$ cat config.mk
export PLATFORM = sky130hd
export DESIGN_NAME = asprc_ctrl
export DESIGN_NICKNAME = d
export VERILOG_FILES = /design/src/asprc_ctrl.v
export VERILOG_INCLUDE_DIRS = /design/src
export SDC_FILE = /design/constraint.sdc
export NUM_CORES = 1
export LEC_CHECK = 0
export BUFFER_PORTS_ARGS = -buffer_cell sky130_fd_sc_hd__buf_2
export CAP_MARGIN = 20
export CORE_ASPECT_RATIO = 1.1
export CORE_MARGIN = 2
export CORE_UTILIZATION = 55
export CTS_BUF_LIST = sky130_fd_sc_hd__clkbuf_8
export CTS_CLUSTER_DIAMETER = 120
export DETAILED_ROUTE_END_ITERATION = 8
export GPL_TIMING_DRIVEN = 0
export PLACE_DENSITY = 0.76
export SLEW_MARGIN = 20
export SYNTH_ARGS = -nofsm -noshare
export SYNTH_HDL_FRONTEND = slang
export SYNTH_SLANG_ARGS = --single-unit
$ cat constraint.sdc
create_clock -name clk -period 3.1 [get_ports clk]
set_input_delay 0.31 -clock clk [delete_from_list [all_inputs] [get_ports clk]]
set_output_delay 0.31 -clock clk [all_outputs]
set_load 0.05 [all_outputs]
$ cat src/asprc_consts.vh
// Constants for the converter sync, power and readout control block
`ifndef ASPRC_CONSTS_VH
`define ASPRC_CONSTS_VH

// APB register byte addresses
`define ASPRC_ADDR_CFG0     12'h000
`define ASPRC_ADDR_CFG1     12'h004
`define ASPRC_ADDR_IDCFG    12'h008
`define ASPRC_ADDR_OFC      12'h00c
`define ASPRC_ADDR_STATUS   12'h010
`define ASPRC_ADDR_SAMPLE   12'h014

// Field positions
`define ASPRC_CFG0_MODE1    0
`define ASPRC_CFG0_MODE0    1
`define ASPRC_CFG0_CSYNC    2
`define ASPRC_CFG0_AUTORD   3
`define ASPRC_CFG1_CHOP     0
`define ASPRC_IDCFG_MODE2   0
`define ASPRC_IDCFG_DITHER  1

// Reset values and nominal offset
`define ASPRC_CFG0_RST      8'h0b
`define ASPRC_CFG1_RST      8'h01
`define ASPRC_IDCFG_RST     8'h01
`define ASPRC_OFC_RST       24'h000000
`define ASPRC_OFC_NOMINAL   24'h029700
`define ASPRC_PIN_IDLE      6'h0a

// Command bytes
`define ASPRC_CMD_RESET     8'h06
`define ASPRC_CMD_SYNC      8'h04
`define ASPRC_CMD_STANDBY   8'h02
`define ASPRC_CMD_RESUME    8'h03
`define ASPRC_CMD_AUTORD    8'h10
`define ASPRC_CMD_CMDRD     8'h11
`define ASPRC_CMD_READ      8'h12

// Timing
`define ASPRC_SETTLE_CONV   6'd63
`define ASPRC_GUARD_MCLK    3'd4
`define ASPRC_WORD_BITS     6'd32
`define ASPRC_CMD_BITS      4'd8

`endif

$ cat src/asprc_ctrl.v
// Converter reset, power, sync and readout control with APB registers
// Overview of operation
// - Device stays in reset while reset pin is low.
// - Reset command acts on first master edge after eighth serial edge.
// - Any reset restores register defaults and realigns conversions.
// - Chop enable bit in second config register, set after reset.
// - Dither bit adds offset; software writes 029700h to offset regs.
// - Power-down pin low powers core off and restores defaults.
// - Standby command stops core; resume command ends standby.
// - Standby ends whenever chip select is high.
// - Align pin sync on first master edge after its rise.
// - Sync command acts on first master edge after eighth bit.
// - Pulse-sync: each align rise aborts conversion, clears filter.
// - First 63 results after sync are withheld; the code withholds only 61.
// - Any register write resynchronizes, losing prior alignment.
// - Continuous-sync resyncs only when edge period is off-grid.
// - Ready keeps pulsing with zero data until conversion 63; the code sends data from conversion 62.
// - Only the align pin drives continuous-sync operation.
// - Standby then resume restores alignment if interval off-period.
// - Auto-read shows MSB when ready falls; host samples on rise.
// - Ready returns high on first falling serial clock edge.
// - After 32 bits output is low; host may stop after 24.
// - Results are 32-bit two's complement words.
//
// Design decisions made here: the APB slave port and the register addresses.
`timescale 1ns/1ps
`include "asprc_consts.vh"

module asprc_ctrl #(
   parameter DATA_PERIOD = 1024              // Master clocks per conversion
) (
   input  wire        clk,                   // System clock, 125 MHz
   input  wire        rst_n,                 // Async reset, active low
   input  wire        psel,                  // APB select
   input  wire        penable,               // APB enable
   input  wire        pwrite,                // APB write
   input  wire [11:0] paddr,                 // APB byte address
   input  wire [31:0] pwdata,                // APB write data
   output reg  [31:0] prdata,                // APB read data
   output reg         pready,                // APB ready
   output reg         pslverr,               // APB error
   input  wire        mclk_pin,              // Master clock pin
   input  wire        reset_pin_n,           // Reset pin, active low
   input  wire        power_down_pin_n,      // Power-down pin, active low
   input  wire        align_pin,             // Sync pin
   input  wire        cs_pin_n,              // Serial chip select
   input  wire        sclk_pin,              // Serial clock
   input  wire        din_pin,               // Serial data in
   input  wire [31:0] conv_data,             // Filter result, two's compl.
   output reg         dout,                  // Serial data out
   output reg         dout_oe,               // Serial data out enable
   output reg         result_ready_n,        // Data ready strobe
   output reg         core_on,               // Converter core powered
   output reg         filter_clear           // Filter memory clear pulse
);

   // ---------------------------------------------------------------
   // Pin synchronisers
   // ---------------------------------------------------------------
   localparam NPIN = 6, PIN_IDLE = `ASPRC_PIN_IDLE;
   wire [NPIN-1:0] pin_raw = {din_pin, sclk_pin, cs_pin_n, align_pin,
                              power_down_pin_n, mclk_pin};
   reg  [NPIN-1:0] s1_q, s2_q, s3_q, pin_q;
   genvar gi;
   generate
      for (gi = 0; gi < NPIN; gi = gi + 1) begin : g_sync
         always @(posedge clk or negedge rst_n) begin
            if (!rst_n) begin
               s1_q[gi]  <= PIN_IDLE[gi];
               s2_q[gi]  <= PIN_IDLE[gi];
               s3_q[gi]  <= PIN_IDLE[gi];
               pin_q[gi] <= PIN_IDLE[gi];
            end else begin
               s1_q[gi] <= pin_raw[gi];
               s2_q[gi] <= s1_q[gi];
               s3_q[gi] <= s2_q[gi];
               if (s2_q[gi] == s3_q[gi])
                  pin_q[gi] <= s3_q[gi];
            end
         end
      end
   endgenerate

   reg [NPIN-1:0] pin_d1_q;
   always @(posedge clk or negedge rst_n) begin
      if (!rst_n)
         pin_d1_q <= PIN_IDLE;
      else
         pin_d1_q <= pin_q;
   end

   wire mclk_rise  = pin_q[0] & ~pin_d1_q[0];
   wire pd_low     = ~pin_q[1];
   wire align_rise = pin_q[2] & ~pin_d1_q[2];
   wire cs_high    = pin_q[3];
   wire sclk_rise  = pin_q[4] & ~pin_d1_q[4];
   wire sclk_fall  = ~pin_q[4] & pin_d1_q[4];
   wire din_s      = pin_q[5];

   // Reset pin: three flops, asserted level kept while pin low
   reg [2:0] rpin_q;
   always @(posedge clk or negedge rst_n) begin
      if (!rst_n)
         rpin_q <= 3'b111;
      else
         rpin_q <= {rpin_q[1:0], reset_pin_n};
   end
   reg rpin_low_q;
   always @(posedge clk or negedge rst_n) begin
      if (!rst_n)
         rpin_low_q <= 1'b0;
      else if (rpin_q[1] == rpin_q[2])
         rpin_low_q <= ~rpin_q[2];
   end

   // ---------------------------------------------------------------
   // Serial command receiver
   // ---------------------------------------------------------------
   reg [7:0] cmd_sr_q;
   reg [3:0] cmd_cnt_q;
   reg       cmd_done_q;
   always @(posedge clk or negedge rst_n) begin
      if (!rst_n) begin
         cmd_sr_q   <= 8'h00;
         cmd_cnt_q  <= 4'h0;
         cmd_done_q <= 1'b0;
      end else begin
         cmd_done_q <= 1'b0;
         if (cs_high) begin
            cmd_cnt_q <= 4'h0;
         end else if (sclk_rise) begin
            cmd_sr_q <= {cmd_sr_q[6:0], din_s};
            if (cmd_cnt_q == `ASPRC_CMD_BITS - 4'd1) begin
               cmd_cnt_q  <= 4'h0;
               cmd_done_q <= 1'b1;
            end else begin
               cmd_cnt_q <= cmd_cnt_q + 4'd1;
            end
         end
      end
   end

   function is_cmd;
      input [7:0] code;
      begin
         is_cmd = cmd_done_q && (cmd_sr_q == code);
      end
   endfunction

   // Pending command and align pin events, served on next master clock rise
   reg rst_cmd_q, sync_cmd_q, align_pend_q;
   always @(posedge clk or negedge rst_n) begin
      if (!rst_n) begin
         rst_cmd_q    <= 1'b0;
         sync_cmd_q   <= 1'b0;
         align_pend_q <= 1'b0;
      end else begin
         rst_cmd_q  <= is_cmd(`ASPRC_CMD_RESET) |
                       (rst_cmd_q & ~mclk_rise);
         sync_cmd_q <= is_cmd(`ASPRC_CMD_SYNC) |
                       (sync_cmd_q & ~mclk_rise);
         align_pend_q <= align_rise |
                         (align_pend_q & ~mclk_rise);
      end
   end

   // ---------------------------------------------------------------
   // Soft reset: pin, power-down pin or command
   // ---------------------------------------------------------------
   wire soft_rst = rpin_low_q | pd_low |
                   (rst_cmd_q & mclk_rise);

   // ---------------------------------------------------------------
   // Registers
   // ---------------------------------------------------------------
   reg [7:0]  cfg0_q, cfg1_q, idcfg_q;
   reg [23:0] ofc_q;
   reg        wr_pulse_q;
   wire       apb_acc = psel & penable & pready;
   wire       apb_wr  = apb_acc & pwrite;

   always @(posedge clk or negedge rst_n) begin
      if (!rst_n) begin
         cfg0_q     <= `ASPRC_CFG0_RST;
         cfg1_q     <= `ASPRC_CFG1_RST;
         idcfg_q    <= `ASPRC_IDCFG_RST;
         ofc_q      <= `ASPRC_OFC_RST;
         wr_pulse_q <= 1'b0;
      end else if (soft_rst) begin
         cfg0_q     <= `ASPRC_CFG0_RST;
         cfg1_q     <= `ASPRC_CFG1_RST;
         idcfg_q    <= `ASPRC_IDCFG_RST;
         ofc_q      <= `ASPRC_OFC_RST;
         wr_pulse_q <= 1'b0;
      end else begin
         wr_pulse_q <= 1'b0;
         if (apb_wr) begin
            if (paddr == `ASPRC_ADDR_CFG0) begin
               cfg0_q     <= pwdata[7:0];
               wr_pulse_q <= 1'b1;
            end else if (paddr == `ASPRC_ADDR_CFG1) begin
               cfg1_q     <= pwdata[7:0];
               wr_pulse_q <= 1'b1;
            end else if (paddr == `ASPRC_ADDR_IDCFG) begin
               idcfg_q    <= pwdata[7:0];
               wr_pulse_q <= 1'b1;
            end else if (paddr == `ASPRC_ADDR_OFC) begin
               ofc_q      <= pwdata[23:0];
               wr_pulse_q <= 1'b1;
            end
         end
      end
   end

   wire csync_mode = cfg0_q[`ASPRC_CFG0_CSYNC];
   reg  auto_read_mode_q;

   // ---------------------------------------------------------------
   // Standby and core power
   // ---------------------------------------------------------------
   reg standby_q;
   always @(posedge clk or negedge rst_n) begin
      if (!rst_n)
         standby_q <= 1'b0;
      else if (soft_rst || cs_high)
         standby_q <= 1'b0;
      else if (is_cmd(`ASPRC_CMD_STANDBY))
         standby_q <= 1'b1;
      else if (is_cmd(`ASPRC_CMD_RESUME))
         standby_q <= 1'b0;
   end
   wire resume_evt = standby_q &
                     (is_cmd(`ASPRC_CMD_RESUME) | cs_high);

   // ---------------------------------------------------------------
   // Conversion timing in master clocks
   // ---------------------------------------------------------------
   localparam PW = 16;
   reg [PW-1:0] phase_q;       // Master clocks into current conversion
   reg [PW-1:0] since_q;       // Master clocks since last align edge
   reg [PW-1:0] stby_len_q;    // Master clocks spent in standby
   reg          armed_q;       // Continuous-sync first edge taken
   reg [5:0]    settle_q;
   reg          conv_tick;

   function off_grid;
      input [PW-1:0] len;
      reg   [PW-1:0] rem;
      begin
         rem      = len % DATA_PERIOD[PW-1:0];
         off_grid = (rem != {PW{1'b0}}) &&
                    (rem != DATA_PERIOD[PW-1:0] - 1'b1) &&
                    (len != {PW{1'b0}}) && (rem != 1'b1);
      end
   endfunction

   wire align_now = align_pend_q & mclk_rise;
   wire pin_sync  = align_now &&
                    (!csync_mode || !armed_q ||
                     off_grid(since_q + 1'b1));
   wire cmd_sync  = sync_cmd_q & mclk_rise & ~csync_mode;
   wire stby_sync = resume_evt && csync_mode &&
                    off_grid(stby_len_q);
   wire do_sync   = pin_sync | cmd_sync | stby_sync | wr_pulse_q;

   always @(posedge clk or negedge rst_n) begin
      if (!rst_n) begin
         phase_q    <= {PW{1'b0}};
         since_q    <= {PW{1'b0}};
         stby_len_q <= {PW{1'b0}};
         armed_q    <= 1'b0;
         settle_q   <= 6'd0;
         conv_tick  <= 1'b0;
         filter_clear <= 1'b0;
         core_on    <= 1'b0;
      end else if (soft_rst) begin
         phase_q    <= {PW{1'b0}};
         since_q    <= {PW{1'b0}};
         armed_q    <= 1'b0;
         settle_q   <= 6'd0;
         conv_tick  <= 1'b0;
         filter_clear <= 1'b1;
         core_on    <= ~pd_low;
      end else begin
         conv_tick    <= 1'b0;
         filter_clear <= 1'b0;
         core_on      <= ~standby_q;
         if (wr_pulse_q)
            armed_q <= 1'b0;
         if (align_now) begin
            since_q <= {PW{1'b0}};
            armed_q <= 1'b1;
         end else if (mclk_rise) begin
            since_q <= since_q + 1'b1;
         end
         if (standby_q && mclk_rise)
            stby_len_q <= stby_len_q + 1'b1;
         else if (!standby_q)
            stby_len_q <= {PW{1'b0}};
         if (do_sync) begin
            phase_q      <= {PW{1'b0}};
            settle_q     <= 6'd0;
            filter_clear <= 1'b1;
         end else if (mclk_rise && !standby_q) begin
            if (phase_q == DATA_PERIOD[PW-1:0] - 1'b1) begin
               phase_q   <= {PW{1'b0}};
               conv_tick <= 1'b1;
               if (settle_q != `ASPRC_SETTLE_CONV)
                  settle_q <= settle_q + 6'd1;
            end else begin
               phase_q <= phase_q + 1'b1;
            end
         end
      end
   end

   // ---------------------------------------------------------------
   // Readout
   // ---------------------------------------------------------------
   reg [31:0] out_sr_q, last_q;
   reg [5:0]  bit_cnt_q;
   reg        read_arm_q;
   wire settled = (settle_q == `ASPRC_SETTLE_CONV - 6'd1) ||
                  (settle_q == `ASPRC_SETTLE_CONV);
   always @(posedge clk or negedge rst_n) begin
      if (!rst_n) begin
         auto_read_mode_q <= 1'b1;
         out_sr_q         <= 32'h00000000;
         last_q           <= 32'h00000000;
         bit_cnt_q        <= 6'd0;
         read_arm_q       <= 1'b0;
         result_ready_n   <= 1'b1;
         dout             <= 1'b0;
         dout_oe          <= 1'b0;
      end else begin
         dout_oe <= ~cs_high;
         if (soft_rst || is_cmd(`ASPRC_CMD_AUTORD))
            auto_read_mode_q <= 1'b1;
         else if (is_cmd(`ASPRC_CMD_CMDRD))
            auto_read_mode_q <= 1'b0;
         if (cs_high && !auto_read_mode_q)
            auto_read_mode_q <= 1'b1;
         if (is_cmd(`ASPRC_CMD_READ))
            read_arm_q <= 1'b1;
         if (conv_tick) begin
            // Zero data until filter settles, then 32-bit result
            last_q <= settled ? conv_data : 32'h00000000;
            if (auto_read_mode_q || read_arm_q) begin
               out_sr_q       <= settled ? conv_data
                                         : 32'h00000000;
               bit_cnt_q      <= 6'd0;
               dout           <= settled & conv_data[31];
               result_ready_n <= 1'b0;
               read_arm_q     <= 1'b0;
            end
         end else if (phase_q == DATA_PERIOD[PW-1:0] -
                      {{(PW-3){1'b0}}, `ASPRC_GUARD_MCLK} &&
                      mclk_rise || soft_rst) begin
            result_ready_n <= 1'b1;
         end else if (sclk_fall && !cs_high) begin
            result_ready_n <= 1'b1;
            if (bit_cnt_q < `ASPRC_WORD_BITS - 6'd1) begin
               out_sr_q  <= {out_sr_q[30:0], 1'b0};
               dout      <= out_sr_q[30];
               bit_cnt_q <= bit_cnt_q + 6'd1;
            end else begin
               dout      <= 1'b0;
               bit_cnt_q <= `ASPRC_WORD_BITS;
            end
         end
      end
   end

   // ---------------------------------------------------------------
   // APB slave
   // ---------------------------------------------------------------
   always @(posedge clk or negedge rst_n) begin
      if (!rst_n) begin
         pready  <= 1'b0;
         prdata  <= 32'h00000000;
         pslverr <= 1'b0;
      end else begin
         pready  <= psel & ~penable;
         pslverr <= 1'b0;
         if (psel && !penable) begin
            prdata <= 32'h00000000;
            if (paddr == `ASPRC_ADDR_CFG0)
               prdata <= {24'h000000, cfg0_q};
            else if (paddr == `ASPRC_ADDR_CFG1)
               prdata <= {24'h000000, cfg1_q};
            else if (paddr == `ASPRC_ADDR_IDCFG)
               prdata <= {24'h000000, idcfg_q};
            else if (paddr == `ASPRC_ADDR_OFC)
               prdata <= {8'h00, ofc_q};
            else if (paddr == `ASPRC_ADDR_STATUS)
               prdata <= {16'h0000, 2'b00, settle_q, 4'h0,
                          auto_read_mode_q, armed_q, standby_q,
                          result_ready_n};
            else if (paddr == `ASPRC_ADDR_SAMPLE)
               prdata <= last_q;
            else
               pslverr <= 1'b1;
         end
      end
   end

endmodule

# Word level (Yosys, flattened, before mapping)
# Cells that the tools add are included.
# W data, S select, Z words.
# op_classes
bitwise,38
eq_ne,35
n_addsub,6
reduce_logical,66
n_div,0
magnitude_cmp,1
mul,0
n_mux,96
shift,0
# ops
cell,count
$mux W32,7
$mux W31,5
$mux W16,9
$mux W24,6
$mux W8,12
$reduce_bool A16 Y1,4
$mux W6,10
$add A16 B1 Y16 const B,3
$mux W1,44
$eq A16 B10 Y1 const B,2
$eq A12 B4 Y1 const B,2
$eq A12 B5 Y1 const B,2
$eq A8 B5 Y1 const B,3
$reduce_bool A3 Y1,8
$logic_and A1 B1 Y1,22
$ne A10 B1 Y1 const B,2
$ne A10 B10 Y1 const B,2
$and A1 B1 Y1,17
$eq A8 B2 Y1 const B,2
$eq A8 B3 Y1 const B,2
$reduce_bool A2 Y1,8
$add A6 B1 Y6 const B,2
$eq A12 B3 Y1 const B,1
$eq A6 B6 Y1 const B,2
17 further kinds,65
# totals
output_inout_bits,39
mem_bits_rw,0
inputBits,88
word_cells,300
n_memories,0
latchBits,0
mem_bits_ro,0
register_bits,265

# Logic depth before layout (Yosys ltp)
# logic_depth
depth_word,12
mapped_depth,10
mapped_depth_nobuf,8

# Worst setup path before layout
# OpenSTA, ideal clock, no wires.
# synth_path
path_kind,register to register
startpoint,reg since_q[0]
endpoint,reg phase_q[13]
arrival_time_ns,2.327
period_less_slack_ns,2.405
path_stages_with_launch,10
setup_slack_ns,0.695
path_cell_list,dfrtp_1 ha_1 and4_1 buf_6 and3_1 o211a_1 o2111ai_2 a211oi_4 or4_1 a21oi_1
# synth_via
elab_chain_cells,12
# synth_lines
element,line_no,rtl
start: declaration,asprc_ctrl.v:240,reg [PW-1:0] since_q;
start signal: assignment,asprc_ctrl.v:269,since_q <= {PW{1'b0}};
start signal: assignment,asprc_ctrl.v:278,since_q <= {PW{1'b0}};
start signal: assignment,asprc_ctrl.v:291,since_q <= {PW{1'b0}};
$add A16 B1 Y16 *,asprc_ctrl.v:260,off_grid(since_q + 1'b1));
$ne A10 B10 Y1 or $reduce_bool A16 Y1 (tied branches),"asprc_ctrl.v:252, asprc_ctrl.v:251",
$logic_and A1 B1 Y1,asprc_ctrl.v:251,off_grid = (rem != {PW{1'b0}}) &&
$logic_and A1 B1 Y1,asprc_ctrl.v:252,(rem != DATA_PERIOD[PW-1:0] - 1'b1) &&
$logic_and A1 B1 Y1 *,asprc_ctrl.v:253,(len != {PW{1'b0}}) && (rem != 1'b1);
$logic_or A1 B1 Y1 *,asprc_ctrl.v:259,(!csync_mode || !armed_q ||
$logic_and A1 B1 Y1 *,asprc_ctrl.v:258,wire pin_sync = align_now &&
$or A1 B1 Y1 * (3 in series),asprc_ctrl.v:264,wire do_sync = pin_sync | cmd_sync | stby_sync | wr_pulse_q;
$mux W16,asprc_ctrl.v:300,if (do_sync) begin
$mux W16,asprc_ctrl.v:276,end else if (soft_rst) begin
end signal: assignment,asprc_ctrl.v:268,phase_q <= {PW{1'b0}};
end signal: assignment,asprc_ctrl.v:277,phase_q <= {PW{1'b0}};
end signal: assignment,asprc_ctrl.v:301,phase_q <= {PW{1'b0}};
end: declaration,asprc_ctrl.v:239,reg [PW-1:0] phase_q;
# Every way passes the cells marked *; elsewhere a longest branch is shown, timed or not.
# A chain may end at the register's enable or synchronous reset.

# Worst setup path after layout
# layout_path
startpoint,reg since_q[0]
endpoint,reg phase_q[15]
# Same word-level chain as after synthesis.

==> metrics.yaml <==
status: "complete, no violations"
row_count: 55
hold_path_end: "last_q[25]"
p_per_area_mw_per_mm2: 516.0
worstHoldStart: "conv_data[25]"
synth_warnings: 0
setup_viol: 0
seqPwrFrac_pct: 50.8
synthArstFlopShare_pct: 100.0
wl_um: 27720
relSlewSlack_pct: 43.23
die_y_um: 155.5
synth_nets: 1243
grt_pass1_vias: 8998
ios: 127
syn_inst: 1142
power_frac_clock_pct: 39.8
cts_made_buffers: 41
grt_first_pass_wirelength_um: 45850
dp_hpwl_um: 19030
period_share_pct: 91.83
startpoint_type: "flop"
hp-class: "input port to flop"
hold_path_depth: 3
slowest_stage: "dfrtp_1"
rr_startpoint: "since_q[0]"
synth.area.top_cells: "dfrtp_1 (51%), nand2_1 (5.7%), dfstp_2 (4.1%), o21ai_0 (3.8%), nor2_1 (3.7%)"
ir_worst_vdd_v: 0.0003739
combPwrFrac_pct: 9.4
cp_common_cell: "buf_6"
p_leak_nw: 6.087
routed_via_density: 5.673
core-area_mm2: 0.02051
syn_area_mm2: 0.01148
synth_ff_type: "dfrtp_1"
hold_viol: 0
finalPower_mw: 6.963
die_w_um: 141.7
area_growth_pct: 17.57
synth_edf_count: 0
syn_avg_cell_area_um2: 10.05
drtIter0Drc: 843
p_switching_mw: 1.809
rr_worst_depth: 10
tritoncts: "built"
gp_congestion: 0.8747
rsz0062_at_grt: "false"
clock_sinks: 251
critical_path_arrival_ps: 3280
fin_skew_ps: 23.93
grt_start_max_net_pins: 81
max_stage_delay_ps: 470
overflow: 0
clock_latency_ps: 550
vias: 9117
worstSetupPathType: "flop to flop"
clockRootBuffer: "clkbuf_8"
routedWlPerCell_um: 17.25
worstSetupEndpointType: "flop"
drcViolationCount: 0
tightest_slew_ps: 851.5
path_max_fanout: 10
synth_top_area_share_pct: 50.80
htreeDepth: 2
port_buffers: 118
drv_cap: 0
max_freq_mhz: 351.3
regToRegSetupSlack_ps: 250
switching_share_pct: 25.98
final_max_slew_viol_count: 0
postRouteAntennaNets: 0
cts_resized: 0
cts.path.max_buffers: 3
reg2reg_to: "phase_q[15]"
antenna_found_initial: 1
ys_types: 69
dieArea_mm2: 0.02204
path_clk_slew_ps: 60
start_util_pct: 55.97
fin_hold_ws_ps: 13.42
p_int_mw: 5.154
final_nets: 1429
layout-drive-gt1-share_pct: 19.78
ys_seq_area_share_pct: 54.92
first_pass_iters: 5
critPathRequiredTime_ps: 3530
post-synth-top-area-cell: "dfrtp_1"
min_period_ps: 2847
path_cells: "ha_1, and4_1, buf_6, and3_1, o211a_1, o2111ai_2, a211oi_4, buf_6, nor4b_2, mux2i_1"
fillCellCount: 1630
groute.usage.overall_pct: 25.86
synth_seq_cells: 251
metal layers:
metal / vias up / global-route usage [%] / wire length, um
met4: 0 / 8.190 / 686
met5: - / 0 / 0
met1: 4421 / 37.54 / 12610
met2: 325 / 40.01 / 12740
li1: 4313 / - / -
met3: 58 / 4.524 / 1678
power by group through the flow:
stage / logic [mW] / clock network (mW) / registers (mW)
5_1_grt: 0.722 / 2.96 / 3.56
3_3_place_gp: 0.601 / 0 / 3.59
4_1_cts: 0.656 / 2.81 / 3.54
6_report: 0.654 / 2.77 / 3.54
2_1_floorplan: 0.308 / 0 / 3.64
3_5_place_dp: 0.632 / 0 / 3.59
stage by stage:
step           area, um2  utilization [%]  worst slack, ps  instances  TNS [ps]
4_1_cts            13470            65.70            260.7       1606         0
3_3_place_gp       12390            60.41            -2761       1516   -659280
6_report           13490            65.80            253.2       1607         0
3_5_place_dp       12480            60.86            257.5       1519         0
5_1_grt            13490            65.80            119.3       1607         0
2_1_floorplan      11480                -            695.3       1142         0
kinds of logic after synthesis:
group | share of synthesized area [%]
compound gates | 14.74
mux | 3.641
simple gates | 18.43
flops | 54.92
fa+ha+maj | 1.941
xor+xnor | 1.679
buf+inv | 4.644
timing repair:
action | in CTS | in global routing
buffers inserted | 0 | 0
hold endpoints to repair | 190 | 0
hold buffers | 22 | 0
state kept, by name, summed over array words and instances, names as in the netlist, 3 cells and up:
register	count
cfg0_q	8
cmd_cnt_q	4
phase_q	16
s2_q	6
last_q	32
bit_cnt_q	6
s3_q	6
idcfg_q	8
s1_q	6
cmd_sr_q	8
out_sr_q	31
pin_d1_q	3
ofc_q	24
since_q	10
pin_q	4
cfg1_q	8
stby_len_q	10
prdata	32
settle_q	6
rpin_q	3
synthesized netlist by cell type, types with 11 or more instances:
library cell    n
nor2_1        114
xor2_1         12
ha_1           13
nand2b_1       39
a31oi_2        29
dfstp_2        18
clkbuf_1       41
nand3_1        28
or3_1          15
a221oi_1       11
inv_1          50
buf_6          11
nand2_1       175
mux2i_1        35
a21oi_1        64
dfrtp_1       233
nand4_1        13
o21ai_0        88
area by class of cell:
class | count | area (um2) | area share, %
Clock buffer | 52 | 715.7 | 5.304
Inverter | 52 | 195.2 | 1.446
Buffer | 64 | 337.8 | 2.503
Clock inverter | 13 | 57.56 | 0.4265
Timing Repair Buffer | 143 | 903.4 | 6.694
Tap cell | 256 | 320.3 | 2.374
Sequential cell | 251 | 6304 | 46.71
Antenna cell | 1 | 2.502 | 0.01854
Multi-Input combinational cell | 775 | 4658 | 34.52
cell usage in the layout (no fill, tap or decap), types with 18 or more instances in the layout:
master | Yosys | routed
dfstp_2 | 18 | 18
dlygate4sd3_1 | 0 | 22
a31oi_2 | 29 | 29
dfrtp_1 | 233 | 233
inv_1 | 50 | 59
nand2b_1 | 39 | 39
o21ai_0 | 88 | 88
clkbuf_1 | 41 | 41
buf_2 | 6 | 123
a21oi_1 | 64 | 64
mux2i_1 | 35 | 35
clkbuf_8 | 0 | 52
nand2_1 | 175 | 175
nor2_1 | 114 | 114
nand3_1 | 28 | 28
critical path, delay by kind of cell, from the launching register on:
family	cells	cell delay, ps
compound gates	3	630
fa+ha+maj	1	340
buf+inv	2	310
flops	1	470
mux	1	290
simple gates	3	720
worst max-delay path by stage:
stage,cells past startpoint,startpoint,end,slack [ps]
CTS,10,since_q[0],phase_q[15],260
finish,10,since_q[0],phase_q[15],250
floorplan,9,since_q[0],phase_q[13],700
global route,10,since_q[1],phase_q[15],120
global placement,1,rst_n,last_q[26],-2760
detailed placement,8,paddr[10],prdata[23],260
Power figures use the tool's default switching activity.
